**src/logic/dmfm_pkg.sv**
```systemverilog
/*
 Package for the drive motion fault monitor: register map, fault numbers, field
 positions, reset values and timing counts.
 Assumes a 50 MHz hclk and a 32-bit AHB-Lite register bus.
*/
package dmfm_pkg;
    // ****************************************
    // Register offsets
    // ****************************************
    localparam logic [7:0] ADDR_CTRL = 8'h00;
    localparam logic [7:0] ADDR_STATUS = 8'h04;
    localparam logic [7:0] ADDR_MASK = 8'h08;
    localparam logic [7:0] ADDR_CONT_CUR = 8'h0C;
    localparam logic [7:0] ADDR_CUR_CEIL = 8'h10;
    localparam logic [7:0] ADDR_LOW_SPEED = 8'h14;
    localparam logic [7:0] ADDR_STALL_LIM = 8'h18;
    localparam logic [7:0] ADDR_VEL_LIM = 8'h1C;
    localparam logic [7:0] ADDR_ACC_LIM = 8'h20;
    localparam logic [7:0] ADDR_CMD_PERIOD = 8'h24;
    localparam logic [7:0] ADDR_FAULT_CODE = 8'h28;
    localparam logic [7:0] ADDR_BUSOFF_OBJ = 8'h2C;
    // ****************************************
    // Fault bit positions
    // ****************************************
    localparam int NFAULT = 6;
    localparam int BIT_STALL = 0;
    localparam int BIT_VEL = 1;
    localparam int BIT_ACC = 2;
    localparam int BIT_CABLE = 3;
    localparam int BIT_MISSED = 4;
    localparam int BIT_BUSOFF = 5;
    // ****************************************
    // Fault numbers
    // ****************************************
    localparam logic [7:0] FLT_STALL = 8'h3B;
    localparam logic [7:0] FLT_VEL = 8'h1E;
    localparam logic [7:0] FLT_ACC = 8'h42;
    localparam logic [7:0] FLT_CABLE = 8'h41;
    localparam logic [7:0] FLT_MISSED = 8'h45;
    localparam logic [7:0] FLT_BUSOFF = 8'h58;
    // ****************************************
    // Reset values and counts
    // ****************************************
    localparam logic [15:0] RST_CONT_CUR = 16'h0400;
    localparam logic [15:0] RST_CUR_CEIL = 16'h0800;
    localparam logic [15:0] RST_LOW_SPEED = 16'h0010;
    localparam logic [31:0] RST_STALL_LIM = 32'h0000_C350;
    localparam logic [15:0] RST_VEL_LIM = 16'h1000;
    localparam logic [15:0] RST_ACC_LIM = 16'h0100;
    localparam logic [31:0] RST_CMD_PERIOD = 32'h0000_C350;
    localparam logic [1:0] MISS_LIMIT = 2'h3;
    // Ceiling scale: 0.9 = 9/10
    localparam logic [4:0] CEIL_NUM = 5'h09;
    localparam logic [4:0] CEIL_DEN = 5'h0A;
endpackage

```
**src/logic/dmfm_top.sv**
```systemverilog
/*
 Drive motion fault monitor: stall supervision, fieldbus command checks, cable,
 missed command and bus-off faults, latched with an AHB-Lite register file.
 Assumes current and velocity samples synchronous to hclk, single word transfers.
*/
// Design decisions made here: the AHB-Lite slave port and the register offsets.
// How it works
// - Stall condition: current over continuous rating, over 0.9 ceiling, speed below threshold.
// - Stall held longer than limit raises fault 59, disables drive, no active disable.
// - Target breaking velocity limit is rejected, fault 30, drive disabled.
// - Target breaking acceleration or deceleration limit is rejected, fault 66, drive disabled.
// - Lost controller connection raises fault 65 and disables drive.
// - Three consecutive missing target commands raise fault 69 and disable drive.
// - Bus-off stops packet traffic, raises fault 88, disables drive.
// - Mask object bit suppresses the bus-off fault.
`timescale 1ns/100ps
`default_nettype none
module dmfm_top (
    // Clock and reset
    input wire logic hclk,
    input wire logic hresetn,
    // AHB-Lite slave
    input wire logic hsel,
    input wire logic [31:0] haddr,
    input wire logic [1:0] htrans,
    input wire logic hwrite,
    input wire logic [2:0] hsize,
    input wire logic [31:0] hwdata,
    input wire logic hready,
    output logic [31:0] hrdata,
    output logic hreadyout,
    output logic hresp,
    // Drive measurements
    input wire logic [15:0] meas_current,
    input wire logic [15:0] meas_velocity,
    // Fieldbus side
    input wire logic cmd_valid,
    input wire logic [31:0] cmd_target,
    input wire logic cable_present,
    input wire logic can_bus_off,
    // Drive control
    output logic drive_enable,
    output logic active_disable,
    output logic can_traffic_en,
    output logic cmd_accept,
    output logic [7:0] fault_code,
    output logic irq
);
    // ****************************************
    // Registers
    // ****************************************
    logic [5:0] status_ff;
    logic [5:0] mask_ff;
    logic enable_req_ff;
    logic busoff_mask_ff;
    logic [15:0] cont_cur_ff;
    logic [15:0] cur_ceil_ff;
    logic [15:0] low_speed_ff;
    logic [31:0] stall_lim_ff;
    logic [15:0] vel_lim_ff;
    logic [15:0] acc_lim_ff;
    logic [31:0] cmd_period_ff;
    logic [31:0] period_cnt_ff;
    logic [1:0] miss_cnt_ff;
    logic drive_enable_ff;
    logic active_disable_ff;
    logic can_traffic_ff;
    logic cmd_accept_ff;
    logic [7:0] fault_code_ff;
    logic irq_ff;
    logic [31:0] hrdata_ff;
    logic wr_pend_ff;
    logic [7:0] wr_addr_ff;
    // ****************************************
    // Bus decode
    // ****************************************
    logic addr_phase;
    logic [7:0] rd_addr;
    logic wr_go;
    logic [5:0] clr_bits;
    logic [5:0] events;
    logic stall_cond;
    logic stall_expired;
    logic vel_bad;
    logic acc_bad;
    logic accepted;
    logic miss_tick;
    logic [20:0] ceil_scaled;
    logic [20:0] cur_scaled;
    logic [7:0] nxt_fault_code;

    assign addr_phase = hsel && hready && htrans[1];
    assign rd_addr = haddr[7:0];
    assign wr_go = wr_pend_ff;
    assign clr_bits = (wr_go && wr_addr_ff == dmfm_pkg::ADDR_STATUS) ? hwdata[5:0] : 6'h00;

    always_ff @(posedge hclk or negedge hresetn) begin
        if (!hresetn) begin
            wr_pend_ff <= 1'b0;
            wr_addr_ff <= 8'h00;
        end else begin
            wr_pend_ff <= addr_phase && hwrite;
            if (addr_phase) begin
                wr_addr_ff <= haddr[7:0];
            end
        end
    end

    // Configuration writes
    always_ff @(posedge hclk or negedge hresetn) begin
        if (!hresetn) begin
            mask_ff <= 6'h00;
            enable_req_ff <= 1'b0;
            busoff_mask_ff <= 1'b0;
            cont_cur_ff <= dmfm_pkg::RST_CONT_CUR;
            cur_ceil_ff <= dmfm_pkg::RST_CUR_CEIL;
            low_speed_ff <= dmfm_pkg::RST_LOW_SPEED;
            stall_lim_ff <= dmfm_pkg::RST_STALL_LIM;
            vel_lim_ff <= dmfm_pkg::RST_VEL_LIM;
            acc_lim_ff <= dmfm_pkg::RST_ACC_LIM;
            cmd_period_ff <= dmfm_pkg::RST_CMD_PERIOD;
        end else if (wr_go) begin
            unique case (wr_addr_ff)
                dmfm_pkg::ADDR_CTRL: enable_req_ff <= hwdata[0];
                dmfm_pkg::ADDR_MASK: mask_ff <= hwdata[5:0];
                dmfm_pkg::ADDR_CONT_CUR: cont_cur_ff <= hwdata[15:0];
                dmfm_pkg::ADDR_CUR_CEIL: cur_ceil_ff <= hwdata[15:0];
                dmfm_pkg::ADDR_LOW_SPEED: low_speed_ff <= hwdata[15:0];
                dmfm_pkg::ADDR_STALL_LIM: stall_lim_ff <= hwdata;
                dmfm_pkg::ADDR_VEL_LIM: vel_lim_ff <= hwdata[15:0];
                dmfm_pkg::ADDR_ACC_LIM: acc_lim_ff <= hwdata[15:0];
                dmfm_pkg::ADDR_CMD_PERIOD: cmd_period_ff <= hwdata;
                dmfm_pkg::ADDR_BUSOFF_OBJ: busoff_mask_ff <= hwdata[0];
                default: ;
            endcase
        end
    end

    // Read data
    always_ff @(posedge hclk or negedge hresetn) begin
        if (!hresetn) begin
            hrdata_ff <= 32'h0000_0000;
        end else if (addr_phase && !hwrite) begin
            unique case (rd_addr)
                dmfm_pkg::ADDR_CTRL: hrdata_ff <= {31'h0, enable_req_ff};
                dmfm_pkg::ADDR_STATUS: hrdata_ff <= {26'h0, status_ff};
                dmfm_pkg::ADDR_MASK: hrdata_ff <= {26'h0, mask_ff};
                dmfm_pkg::ADDR_CONT_CUR: hrdata_ff <= {16'h0, cont_cur_ff};
                dmfm_pkg::ADDR_CUR_CEIL: hrdata_ff <= {16'h0, cur_ceil_ff};
                dmfm_pkg::ADDR_LOW_SPEED: hrdata_ff <= {16'h0, low_speed_ff};
                dmfm_pkg::ADDR_STALL_LIM: hrdata_ff <= stall_lim_ff;
                dmfm_pkg::ADDR_VEL_LIM: hrdata_ff <= {16'h0, vel_lim_ff};
                dmfm_pkg::ADDR_ACC_LIM: hrdata_ff <= {16'h0, acc_lim_ff};
                dmfm_pkg::ADDR_CMD_PERIOD: hrdata_ff <= cmd_period_ff;
                dmfm_pkg::ADDR_FAULT_CODE: hrdata_ff <= {24'h0, fault_code_ff};
                dmfm_pkg::ADDR_BUSOFF_OBJ: hrdata_ff <= {31'h0, busoff_mask_ff};
                default: hrdata_ff <= 32'h0000_0000;
            endcase
        end
    end

    assign hrdata = hrdata_ff;
    assign hreadyout = 1'b1;
    assign hresp = 1'b0;
    // ****************************************
    // Stall supervision
    // ****************************************
    always_comb begin
        cur_scaled = 21'(meas_current) * 21'(dmfm_pkg::CEIL_DEN);
        ceil_scaled = 21'(cur_ceil_ff) * 21'(dmfm_pkg::CEIL_NUM);
        stall_cond = (meas_current > cont_cur_ff) && (cur_scaled > ceil_scaled)
                     && (meas_velocity < low_speed_ff);
    end

    dmfm_persist_timer u_stall_timer (
        .hclk(hclk),
        .hresetn(hresetn),
        .cond(stall_cond),
        .limit(stall_lim_ff),
        .expired(stall_expired)
    );
    // ****************************************
    // Command checks
    // ****************************************
    dmfm_cmd_check u_cmd_check (
        .hclk(hclk),
        .hresetn(hresetn),
        .cmd_valid(cmd_valid && can_traffic_ff),
        .cmd_target(cmd_target),
        .vel_limit(vel_lim_ff),
        .acc_limit(acc_lim_ff),
        .vel_bad(vel_bad),
        .acc_bad(acc_bad),
        .accepted(accepted)
    );

    // Missed command watchdog, runs while the drive is enabled
    assign miss_tick = drive_enable_ff && (period_cnt_ff >= cmd_period_ff - 32'h0000_0001);

    always_ff @(posedge hclk or negedge hresetn) begin
        if (!hresetn) begin
            period_cnt_ff <= 32'h0000_0000;
            miss_cnt_ff <= 2'h0;
        end else if (!drive_enable_ff || (cmd_valid && can_traffic_ff)) begin
            period_cnt_ff <= 32'h0000_0000;
            miss_cnt_ff <= 2'h0;
        end else if (miss_tick) begin
            period_cnt_ff <= 32'h0000_0000;
            if (miss_cnt_ff != dmfm_pkg::MISS_LIMIT) begin
                miss_cnt_ff <= miss_cnt_ff + 2'h1;
            end
        end else begin
            period_cnt_ff <= period_cnt_ff + 32'h0000_0001;
        end
    end
    // ****************************************
    // Fault latch
    // ****************************************
    always_comb begin
        events = 6'h00;
        events[dmfm_pkg::BIT_STALL] = stall_expired;
        events[dmfm_pkg::BIT_VEL] = vel_bad;
        events[dmfm_pkg::BIT_ACC] = acc_bad;
        events[dmfm_pkg::BIT_CABLE] = !cable_present;
        events[dmfm_pkg::BIT_MISSED] = miss_tick && (miss_cnt_ff == dmfm_pkg::MISS_LIMIT - 2'h1);
        events[dmfm_pkg::BIT_BUSOFF] = can_bus_off && !busoff_mask_ff;
    end

    // Set wins over write-one clear
    always_ff @(posedge hclk or negedge hresetn) begin
        if (!hresetn) begin
            status_ff <= 6'h00;
        end else begin
            status_ff <= (status_ff & ~clr_bits) | events;
        end
    end

    always_comb begin
        nxt_fault_code = 8'h00;
        if (status_ff[dmfm_pkg::BIT_BUSOFF]) nxt_fault_code = dmfm_pkg::FLT_BUSOFF;
        if (status_ff[dmfm_pkg::BIT_MISSED]) nxt_fault_code = dmfm_pkg::FLT_MISSED;
        if (status_ff[dmfm_pkg::BIT_CABLE]) nxt_fault_code = dmfm_pkg::FLT_CABLE;
        if (status_ff[dmfm_pkg::BIT_ACC]) nxt_fault_code = dmfm_pkg::FLT_ACC;
        if (status_ff[dmfm_pkg::BIT_VEL]) nxt_fault_code = dmfm_pkg::FLT_VEL;
        if (status_ff[dmfm_pkg::BIT_STALL]) nxt_fault_code = dmfm_pkg::FLT_STALL;
    end
    // ****************************************
    // Outputs
    // ****************************************
    always_ff @(posedge hclk or negedge hresetn) begin
        if (!hresetn) begin
            drive_enable_ff <= 1'b0;
            active_disable_ff <= 1'b0;
            can_traffic_ff <= 1'b1;
            cmd_accept_ff <= 1'b0;
            fault_code_ff <= 8'h00;
            irq_ff <= 1'b0;
        end else begin
            drive_enable_ff <= enable_req_ff && (status_ff == 6'h00) && (events == 6'h00);
            active_disable_ff <= |status_ff[5:1];
            can_traffic_ff <= !can_bus_off;
            cmd_accept_ff <= accepted;
            fault_code_ff <= nxt_fault_code;
            irq_ff <= |(status_ff & mask_ff);
        end
    end

    assign drive_enable = drive_enable_ff;
    assign active_disable = active_disable_ff;
    assign can_traffic_en = can_traffic_ff;
    assign cmd_accept = cmd_accept_ff;
    assign fault_code = fault_code_ff;
    assign irq = irq_ff;
    // ****************************************
    // Checks
    // ****************************************
    chk_stall_disable: assert property (@(posedge hclk) disable iff (!hresetn)
        stall_expired |=> status_ff[dmfm_pkg::BIT_STALL] ##1 !drive_enable_ff)
        else $error("stall did not latch and disable");
    chk_vel_reject: assert property (@(posedge hclk) disable iff (!hresetn)
        vel_bad |-> !accepted ##1 status_ff[dmfm_pkg::BIT_VEL])
        else $error("velocity breach not rejected");
    chk_acc_reject: assert property (@(posedge hclk) disable iff (!hresetn)
        acc_bad |-> !accepted ##1 status_ff[dmfm_pkg::BIT_ACC] ##1 !drive_enable_ff)
        else $error("acceleration breach not rejected");
    chk_cable_fault: assert property (@(posedge hclk) disable iff (!hresetn)
        !cable_present |=> status_ff[dmfm_pkg::BIT_CABLE])
        else $error("cable loss not latched");
    chk_miss_count: assert property (@(posedge hclk) disable iff (!hresetn)
        $rose(status_ff[dmfm_pkg::BIT_MISSED]) |-> $past(miss_cnt_ff) == 2'h2)
        else $error("missed fault not on third miss");
    chk_busoff_stop: assert property (@(posedge hclk) disable iff (!hresetn)
        can_bus_off |=> !can_traffic_ff)
        else $error("traffic not stopped at bus-off");
    chk_busoff_mask: assert property (@(posedge hclk) disable iff (!hresetn)
        busoff_mask_ff && !status_ff[dmfm_pkg::BIT_BUSOFF] |=> !status_ff[dmfm_pkg::BIT_BUSOFF])
        else $error("masked bus-off latched");
    chk_fault_hold: assert property (@(posedge hclk) disable iff (!hresetn)
        (status_ff != 6'h00) && (clr_bits == 6'h00) |=> (status_ff != 6'h00) && !drive_enable_ff)
        else $error("fault dropped without clear");
endmodule
`default_nettype wire

```
**src/logic/dmfm_persist_timer.sv**
```systemverilog
/*
 Persistence timer: counts cycles while a condition holds, fires once past limit.
 Assumes limit stable while counting.
*/
`timescale 1ns/100ps
`default_nettype none
module dmfm_persist_timer (
    // Clock and reset
    input wire logic hclk,
    input wire logic hresetn,
    // Condition
    input wire logic cond,
    input wire logic [31:0] limit,
    // Result
    output logic expired
);
    logic [31:0] cnt_ff;

    always_ff @(posedge hclk or negedge hresetn) begin
        if (!hresetn) begin
            cnt_ff <= 32'h0000_0000;
        end else if (!cond) begin
            cnt_ff <= 32'h0000_0000;
        end else if (cnt_ff <= limit) begin
            cnt_ff <= cnt_ff + 32'h0000_0001;
        end
    end

    assign expired = cond && (cnt_ff > limit);
endmodule
`default_nettype wire

```
**src/logic/dmfm_cmd_check.sv**
```systemverilog
/*
 Target command checker: derives step velocity and its change from successive
 targets and flags a command that breaks the velocity or acceleration limit.
 Assumes one target per command period.
*/
`timescale 1ns/100ps
`default_nettype none
module dmfm_cmd_check (
    // Clock and reset
    input wire logic hclk,
    input wire logic hresetn,
    // Command
    input wire logic cmd_valid,
    input wire logic [31:0] cmd_target,
    input wire logic [15:0] vel_limit,
    input wire logic [15:0] acc_limit,
    // Verdict
    output logic vel_bad,
    output logic acc_bad,
    output logic accepted
);
    logic [31:0] last_pos_ff;
    logic signed [31:0] last_vel_ff;
    logic primed_ff;
    logic signed [31:0] step;
    logic signed [31:0] dvel;
    logic [31:0] step_abs;
    logic [31:0] dvel_abs;

    always_comb begin
        step = $signed(cmd_target - last_pos_ff);
        dvel = step - last_vel_ff;
        step_abs = step[31] ? 32'(-step) : 32'(step);
        dvel_abs = dvel[31] ? 32'(-dvel) : 32'(dvel);
    end

    assign vel_bad = cmd_valid && primed_ff && (step_abs > {16'h0000, vel_limit});
    assign acc_bad = cmd_valid && primed_ff && !vel_bad && (dvel_abs > {16'h0000, acc_limit});
    assign accepted = cmd_valid && !vel_bad && !acc_bad;

    // Rejected targets leave the reference untouched
    always_ff @(posedge hclk or negedge hresetn) begin
        if (!hresetn) begin
            last_pos_ff <= 32'h0000_0000;
            last_vel_ff <= 32'sh0000_0000;
            primed_ff <= 1'b0;
        end else if (accepted) begin
            last_pos_ff <= cmd_target;
            last_vel_ff <= primed_ff ? step : 32'sh0000_0000;
            primed_ff <= 1'b1;
        end
    end
endmodule
`default_nettype wire

```
**config.mk**
```make
export PLATFORM = sky130hd
export DESIGN_NAME = dmfm_top
export DESIGN_NICKNAME = d
export VERILOG_FILES = /design/src/logic/dmfm_pkg.sv /design/src/logic/dmfm_top.sv /design/src/logic/dmfm_persist_timer.sv /design/src/logic/dmfm_cmd_check.sv
export SDC_FILE = /design/constraint.sdc
export NUM_CORES = 1
export LEC_CHECK = 0
export ABC_AREA = 1
export BUFFER_PORTS_ARGS = -buffer_cell sky130_fd_sc_hd__buf_2
export CAP_MARGIN = 10
export CORE_ASPECT_RATIO = 0.5
export CORE_MARGIN = 5
export CORE_UTILIZATION = 63
export DETAILED_ROUTE_END_ITERATION = 8
export GPL_TIMING_DRIVEN = 0
export PLACE_DENSITY = 0.8
export SLEW_MARGIN = 20
export SYNTH_ARGS = -nofsm -noshare
export SYNTH_HDL_FRONTEND = slang
export SYNTH_HIERARCHICAL = 1
export SYNTH_SLANG_ARGS = --single-unit
```
**constraint.sdc**
```tcl
create_clock -name hclk -period 7.71 [get_ports hclk]
set_clock_uncertainty 0.05 [all_clocks]
set_input_delay 0 -clock hclk [delete_from_list [all_inputs] [get_ports hclk]]
set_output_delay 0 -clock hclk [all_outputs]
set_load 0.02 [all_outputs]
```
After elaboration in Yosys (flattened, before gate mapping)
Cells that the tools add are included.
{ "classes": {"n_addsub": 8, "n_mul": 2, "magnitude_cmp": 8, "eq_ne": 24, "n_mux": 18, "bitwise": 4, "reduce_logical": 47} }
{ "op_table": {"columns": ["cell", "n"], "rows": [
  ["$pmux W32 S12", 1],
  ["$mux W32", 7],
  ["$add A32 B1 Y32 const B", 2],
  ["$eq A8 B5 Y1 const B", 8],
  ["$gt A32 B16 Y1", 2],
  ["$neg A32 Y32", 2],
  ["$sub A32 B32 Y32", 2],
  ["$eq A8 B6 Y1 const B", 7],
  ["$mux W8", 5],
  ["$eq A8 B4 Y1 const B", 4],
  ["$ge A32 B32 Y1", 1],
  ["$gt A32 B32 Y1", 1],
  ["$le A32 B32 Y1", 1],
  ["$sub A32 B1 Y32 const B", 1],
  ["$reduce_and A2 Y1", 11],
  ["$gt A20 B20 Y1", 1],
  ["$logic_and A1 B1 Y1", 20],
  ["$mul A16 B4 Y20 const B", 1],
  ["$mul A16 B3 Y19 const B", 1],
  ["$eq A8 B3 Y1 const B", 2],
  ["$gt A16 B16 Y1", 1],
  ["$logic_not A8 Y1", 2],
  ["$lt A16 B16 Y1", 1],
  ["$and A6 B6 Y6", 2],
  ["other kinds (14)", 25]
]} }
{ "totals": {"ff_bits": 343, "inputBits": 141, "output_inout_bits": 47} }

Logic depth before layout (Yosys ltp)
{ "logic_depth": {"depth_word": 10, "depth_mapped": 50, "ltp_nobuf": 48} }

By module
Netlist, hierarchy kept.
{ "by_module_without_submodules": {"columns": ["mod", "n_inst", "cells_each", "area_per_inst_um2", "seq_area_each_um2"], "rows": [
  ["dmfm_top", 1, 1921, 15010.6, 6128.4],
  ["dmfm_cmd_check", 1, 2082, 11481.0, 1626.6],
  ["dmfm_persist_timer", 1, 506, 3184.3, 800.8]
]} }

Worst setup path after synthesis
Ideal clock, no wire load.
{ "synth_path": {"path_type": "register to register", "start": "register u_cmd_check.last_pos_ff[0]", "end": "register u_cmd_check.last_vel_ff[30]", "arrival_ns": 5.277, "t_required_ns": 7.544, "slack_ns": 2.267, "stages_incl_launch_ff": 44, "path_buffers": 4, "path_cell_list": "dfrtp_1 > ha_1 > inv_1 > fa_1 > nand2_1 > nand2_2 > nand3_1 > nand2_2 > nand2_1 > nand3_1 > nand2_1 > nand2_1 > ha_1 > a21oi_1 > nor2_1 > nor2_1 > nand2_1 > a21oi_1 > [... 8 more ...] > xor2_1 > inv_1 > ha_1 > nand4_1 > nor4_1 > nand3_1 > o21ai_0 > nand2_1 > nor2_1 > nand2_1 > nor2_1 > nand3_1 > nand2_4 > nand2_4 > buf_8 > buf_8 > nand2_1 > nand2_2"} }
{ "synth_between": {"elab_chain_len": 10, "word_cells_on_any_way": 16} }
{ "synth_lines": {"columns": ["item", "line", "text"], "rows": [
  ["start, declared", "dmfm_cmd_check.sv:22", "logic [31:0] last_pos_ff;"],
  ["start signal, assigned", "dmfm_cmd_check.sv:48", "last_pos_ff <= cmd_target;"],
  ["$sub A32 B32 Y32 (*)", "dmfm_cmd_check.sv:31", "step = $signed(cmd_target - last_pos_ff);"],
  ["branches (longest 9 deep; another with $sub A32 B32 Y32)", null, null],
  ["end signal, assigned", "dmfm_cmd_check.sv:49", "last_vel_ff <= primed_ff ? step : 32'sh0000_0000;"],
  ["end, declared", "dmfm_cmd_check.sv:23", "logic signed [31:0] last_vel_ff;"]
]} }
Every way passes the cells marked *.
A chain may end at the register's enable or synchronous reset.

Worst setup path after layout
{ "layout_path": {"start": "register u_cmd_check.last_pos_ff[7]", "end": "register drive_enable_ff (netlist: drive_enable)"} }
{ "layout_between": {"elab_chain_len": 10, "word_cells_on_any_way": 14} }
{ "layout_lines": {"columns": ["item", "line", "text"], "rows": [
  ["$sub A32 B32 Y32 (*)", "dmfm_cmd_check.sv:31", null],
  ["branches (longest 6 deep; another with $sub A32 B32 Y32)", null, null],
  ["$logic_and A1 B1 Y1 (*)", "dmfm_cmd_check.sv:38", "assign acc_bad = cmd_valid && primed_ff && !vel_bad && (dvel_abs > {16'h0000, acc_limit});"],
  ["named net acc_bad", "dmfm_top.sv:85", "logic acc_bad;"],
  ["$logic_not A6 Y1 (*)", "dmfm_top.sv:259", "drive_enable_ff <= enable_req_ff && (status_ff == 6'h00) && (events == 6'h00);"],
  ["$logic_and A1 B1 Y1 (*)", "dmfm_top.sv:259", null],
  ["end signal, assigned", "dmfm_top.sv:259", null],
  ["end, declared", "dmfm_top.sv:65", "logic drive_enable_ff;"]
]} }
Mark *: on every way through the listed nets, which the timed path passes.

==> reports/qor.yml <==
grtUsageTotal: 0.356
cts_tree: "built"
drt_iter0_markers: 3203
rows: 56
synth.top_cell.area_share: 0.272
portBuffers: 156
initial_core_util: 0.635
worstSetupPathType: "flop to flop"
intPower_mw: 3.67
routed_wl_um: 93200
die_area_um2: 51800
status: "finished clean"
layout-drive-gt1-share: 0.0998
ir_drop_uv: 179
r2r_start: "u_cmd_check/last_pos_ff[7]"
finalSetupViolations: 0
grt_pass1_vias: 29000
pwr-share-clk: 0.331
cpPeakStageDelay_ps: 420
cts_buffers: 35
tns_ps: 0
synth_edf_count: 0
area_growth_pct: 13.0
seqPwrFrac: 0.345
maxSlewHeadroom: 0.462
grt_overflow: 0
crit_arrival_ps: 7570
finalHoldViolCount: 0
path_common_cell: "nand2_1"
synth_common_cells: "nand2_1 (1469), inv_1 (697), nor2_1 (381)"
worstMarginPinSlew_ps: 800
netlist_area_um2: 29700
synth-seq-cells: 341
synth_cell_types: 64
grt_first_pass_wirelength_um: 149000
max_freq_ghz: 0.140
fp.coreArea_um2: 46700
synth.avg_cell_area_um2: 6.58
yosysMostFrequentCell: "nand2_1"
die_h_um: 163
netlist_instances: 4509
globalplace.congestion: 0.976
clock-sinks: 341
switchingPower_mw: 2.07
synthFlopType: "dfrtp_1"
netlist_top_cells_area: "dfrtp_1 (27%), nand2_1 (19%), ha_1 (11%), inv_1 (8.8%), nand3_1 (4.9%)"
ioPinCount: 188
drv_cap: 0
ys_seq_area_frac: 0.288
clock_latency_ps: 570
synth_top_area_cell: "dfrtp_1"
critPathLaunchType: "flop"
antenna_found_initial: 2
path_clk_slew_ps: 70
hold_class: "primary input to flop"
worstSetupEndpointType: "flop"
routedWlPerCell_um: 17.1
sw_frac_of_total: 0.360
drc: 0
cp_slowest_cell: "ha_1"
cts_root_buf: "clkbuf_16"
crit_path_max_fanout: 10
leakagePower_nw: 19.2
power.density_nw_per_um2: 171
postRouteAntennaNets: 0
hp-start: "can_bus_off"
combPwrFrac: 0.324
hold_ws_ps: 137
vias: 30500
dr.pass1.iters: 6
dpl.hpwl_um: 72500
synthArstFlopShare: 1.00
h-tree-depth: 2
rsz0062_at_grt: "no"
post-place-ws_ps: 261
nets: 5208
viasPerCell: 5.58
worstSetupStartpoint: "u_cmd_check/last_pos_ff[7]"
fin_crit_sh: 0.927
die_w_um: 317
grt_max_degree: 101
yosysWarnings: 6
clk_path_buf_depth: 3
slew_viol_final: 0
finalWorstPathRequiredPeriod_ps: 7150
required_ps: 8130
fin_ws_ps: 562
## final timing paths
kind                                              endpoint  slack (ps)  cells after the start
worst min register to register  u_cmd_check/last_vel_ff[8]         430                      2
max in group asynchronous                   vel_lim_ff[12]        6160                      5
worst max-delay path                          drive_enable         560                     43
worst min-delay path                        can_traffic_en         140                      3
min in group asynchronous                period_cnt_ff[26]         490                      4
worst max register to register                drive_enable         560                     43
## cell families after synthesis
| logic type | Yosys count | synth area share |
|---|---|---|
| xor gates and xnor gates | 123 | 0.0363 |
| AOI/OAI and AO/OA | 480 | 0.0887 |
| buffers and inverters | 813 | 0.112 |
| other | 2 | 0.000253 |
| DFF | 341 | 0.288 |
| and+or+nand+nor | 2477 | 0.358 |
| adders and majority gates | 273 | 0.116 |
## sequential cells by signal, summed over array words and instances (netlist names), 32 cells and up
register / flops
u_cmd_check/last_vel_ff: 32
hrdata: 32
u_cmd_check/last_pos_ff: 32
u_stall_timer/cnt_ff: 32
cmd_period_ff: 32
period_cnt_ff: 32
stall_lim_ff: 32
## per-layer routing
layer | vias to the layer above | part of all wire | GRT usage
met5 | - | 0.00025 | 0
met4 | 2 | 0.043 | 0.136
met3 | 282 | 0.086 | 0.0631
met2 | 1338 | 0.46 | 0.594
met1 | 14000 | 0.42 | 0.465
li1 | 14800 | - | -
## power groups by stage
stage | clock network, mW | logic [mW] | registers, mW
floorplan | 0 | 1.31 | 1.98
global placement | 0 | 1.71 | 2.00
detailed placement | 0 | 1.77 | 2.01
CTS | 1.91 | 1.83 | 1.98
global route | 1.98 | 2.12 | 1.99
finish | 1.90 | 1.86 | 1.98
## worst max-delay path: cells and delay by family, from the launching register on
family / cells / cell delay (ps)
simple gates: 28 / 3970
fa+ha+maj: 3 / 1150
buf+inv: 8 / 920
compound gates: 3 / 430
flops: 1 / 370
xor+xnor: 1 / 150
## area by class of cell
cell class / count / area (µm²)
Inverter: 722 / 2720
Multi-Input combinational cell: 3356 / 17800
Antenna cell: 1 / 2.50
Clock buffer: 48 / 975
Sequential cell: 341 / 8560
Tap cell: 638 / 798
Fill cell: 3994 / 13200
Timing Repair Buffer: 247 / 1770
Buffer: 91 / 624
Clock inverter: 15 / 263
## stage by stage
stage / power (mW) / area, µm² / util / std cells
4_1_cts: 5.71 / 33500 / 0.716 / 5456
3_3_place_gp: 3.71 / 31300 / 0.669 / 5304
5_1_grt: 6.09 / 33500 / 0.717 / 5458
2_1_floorplan: 3.29 / 29700 / - / 4510
3_5_place_dp: 3.78 / 31400 / 0.671 / 5307
6_report: 5.74 / 33500 / 0.717 / 5459
## repair_timing
action | in CTS | in global routing
gates resized for setup | 0 | 11
setup endpoints to repair | 0 | 67
hold buffers | 86 | 0
hold endpoints to repair | 323 | 0
setup buffers | 0 | 2
## placed cells by master (no fill, tap or decap), types with 35 or more instances in the layout
| cell type | count |
|---|---|
| nand4_1 | 83 |
| clkbuf_16 | 35 |
| buf_2 | 174 |
| nand3_1 | 286 |
| dfrtp_1 | 323 |
| a21oi_1 | 151 |
| o21ai_0 | 236 |
| dlygate4sd3_1 | 85 |
| nor2_1 | 381 |
| xor2_1 | 98 |
| clkbuf_1 | 45 |
| ha_1 | 268 |
| inv_1 | 696 |
| nor3_1 | 74 |
| nand2_2 | 90 |
| nand2_1 | 1468 |
(Power assumes the default switching activity.)
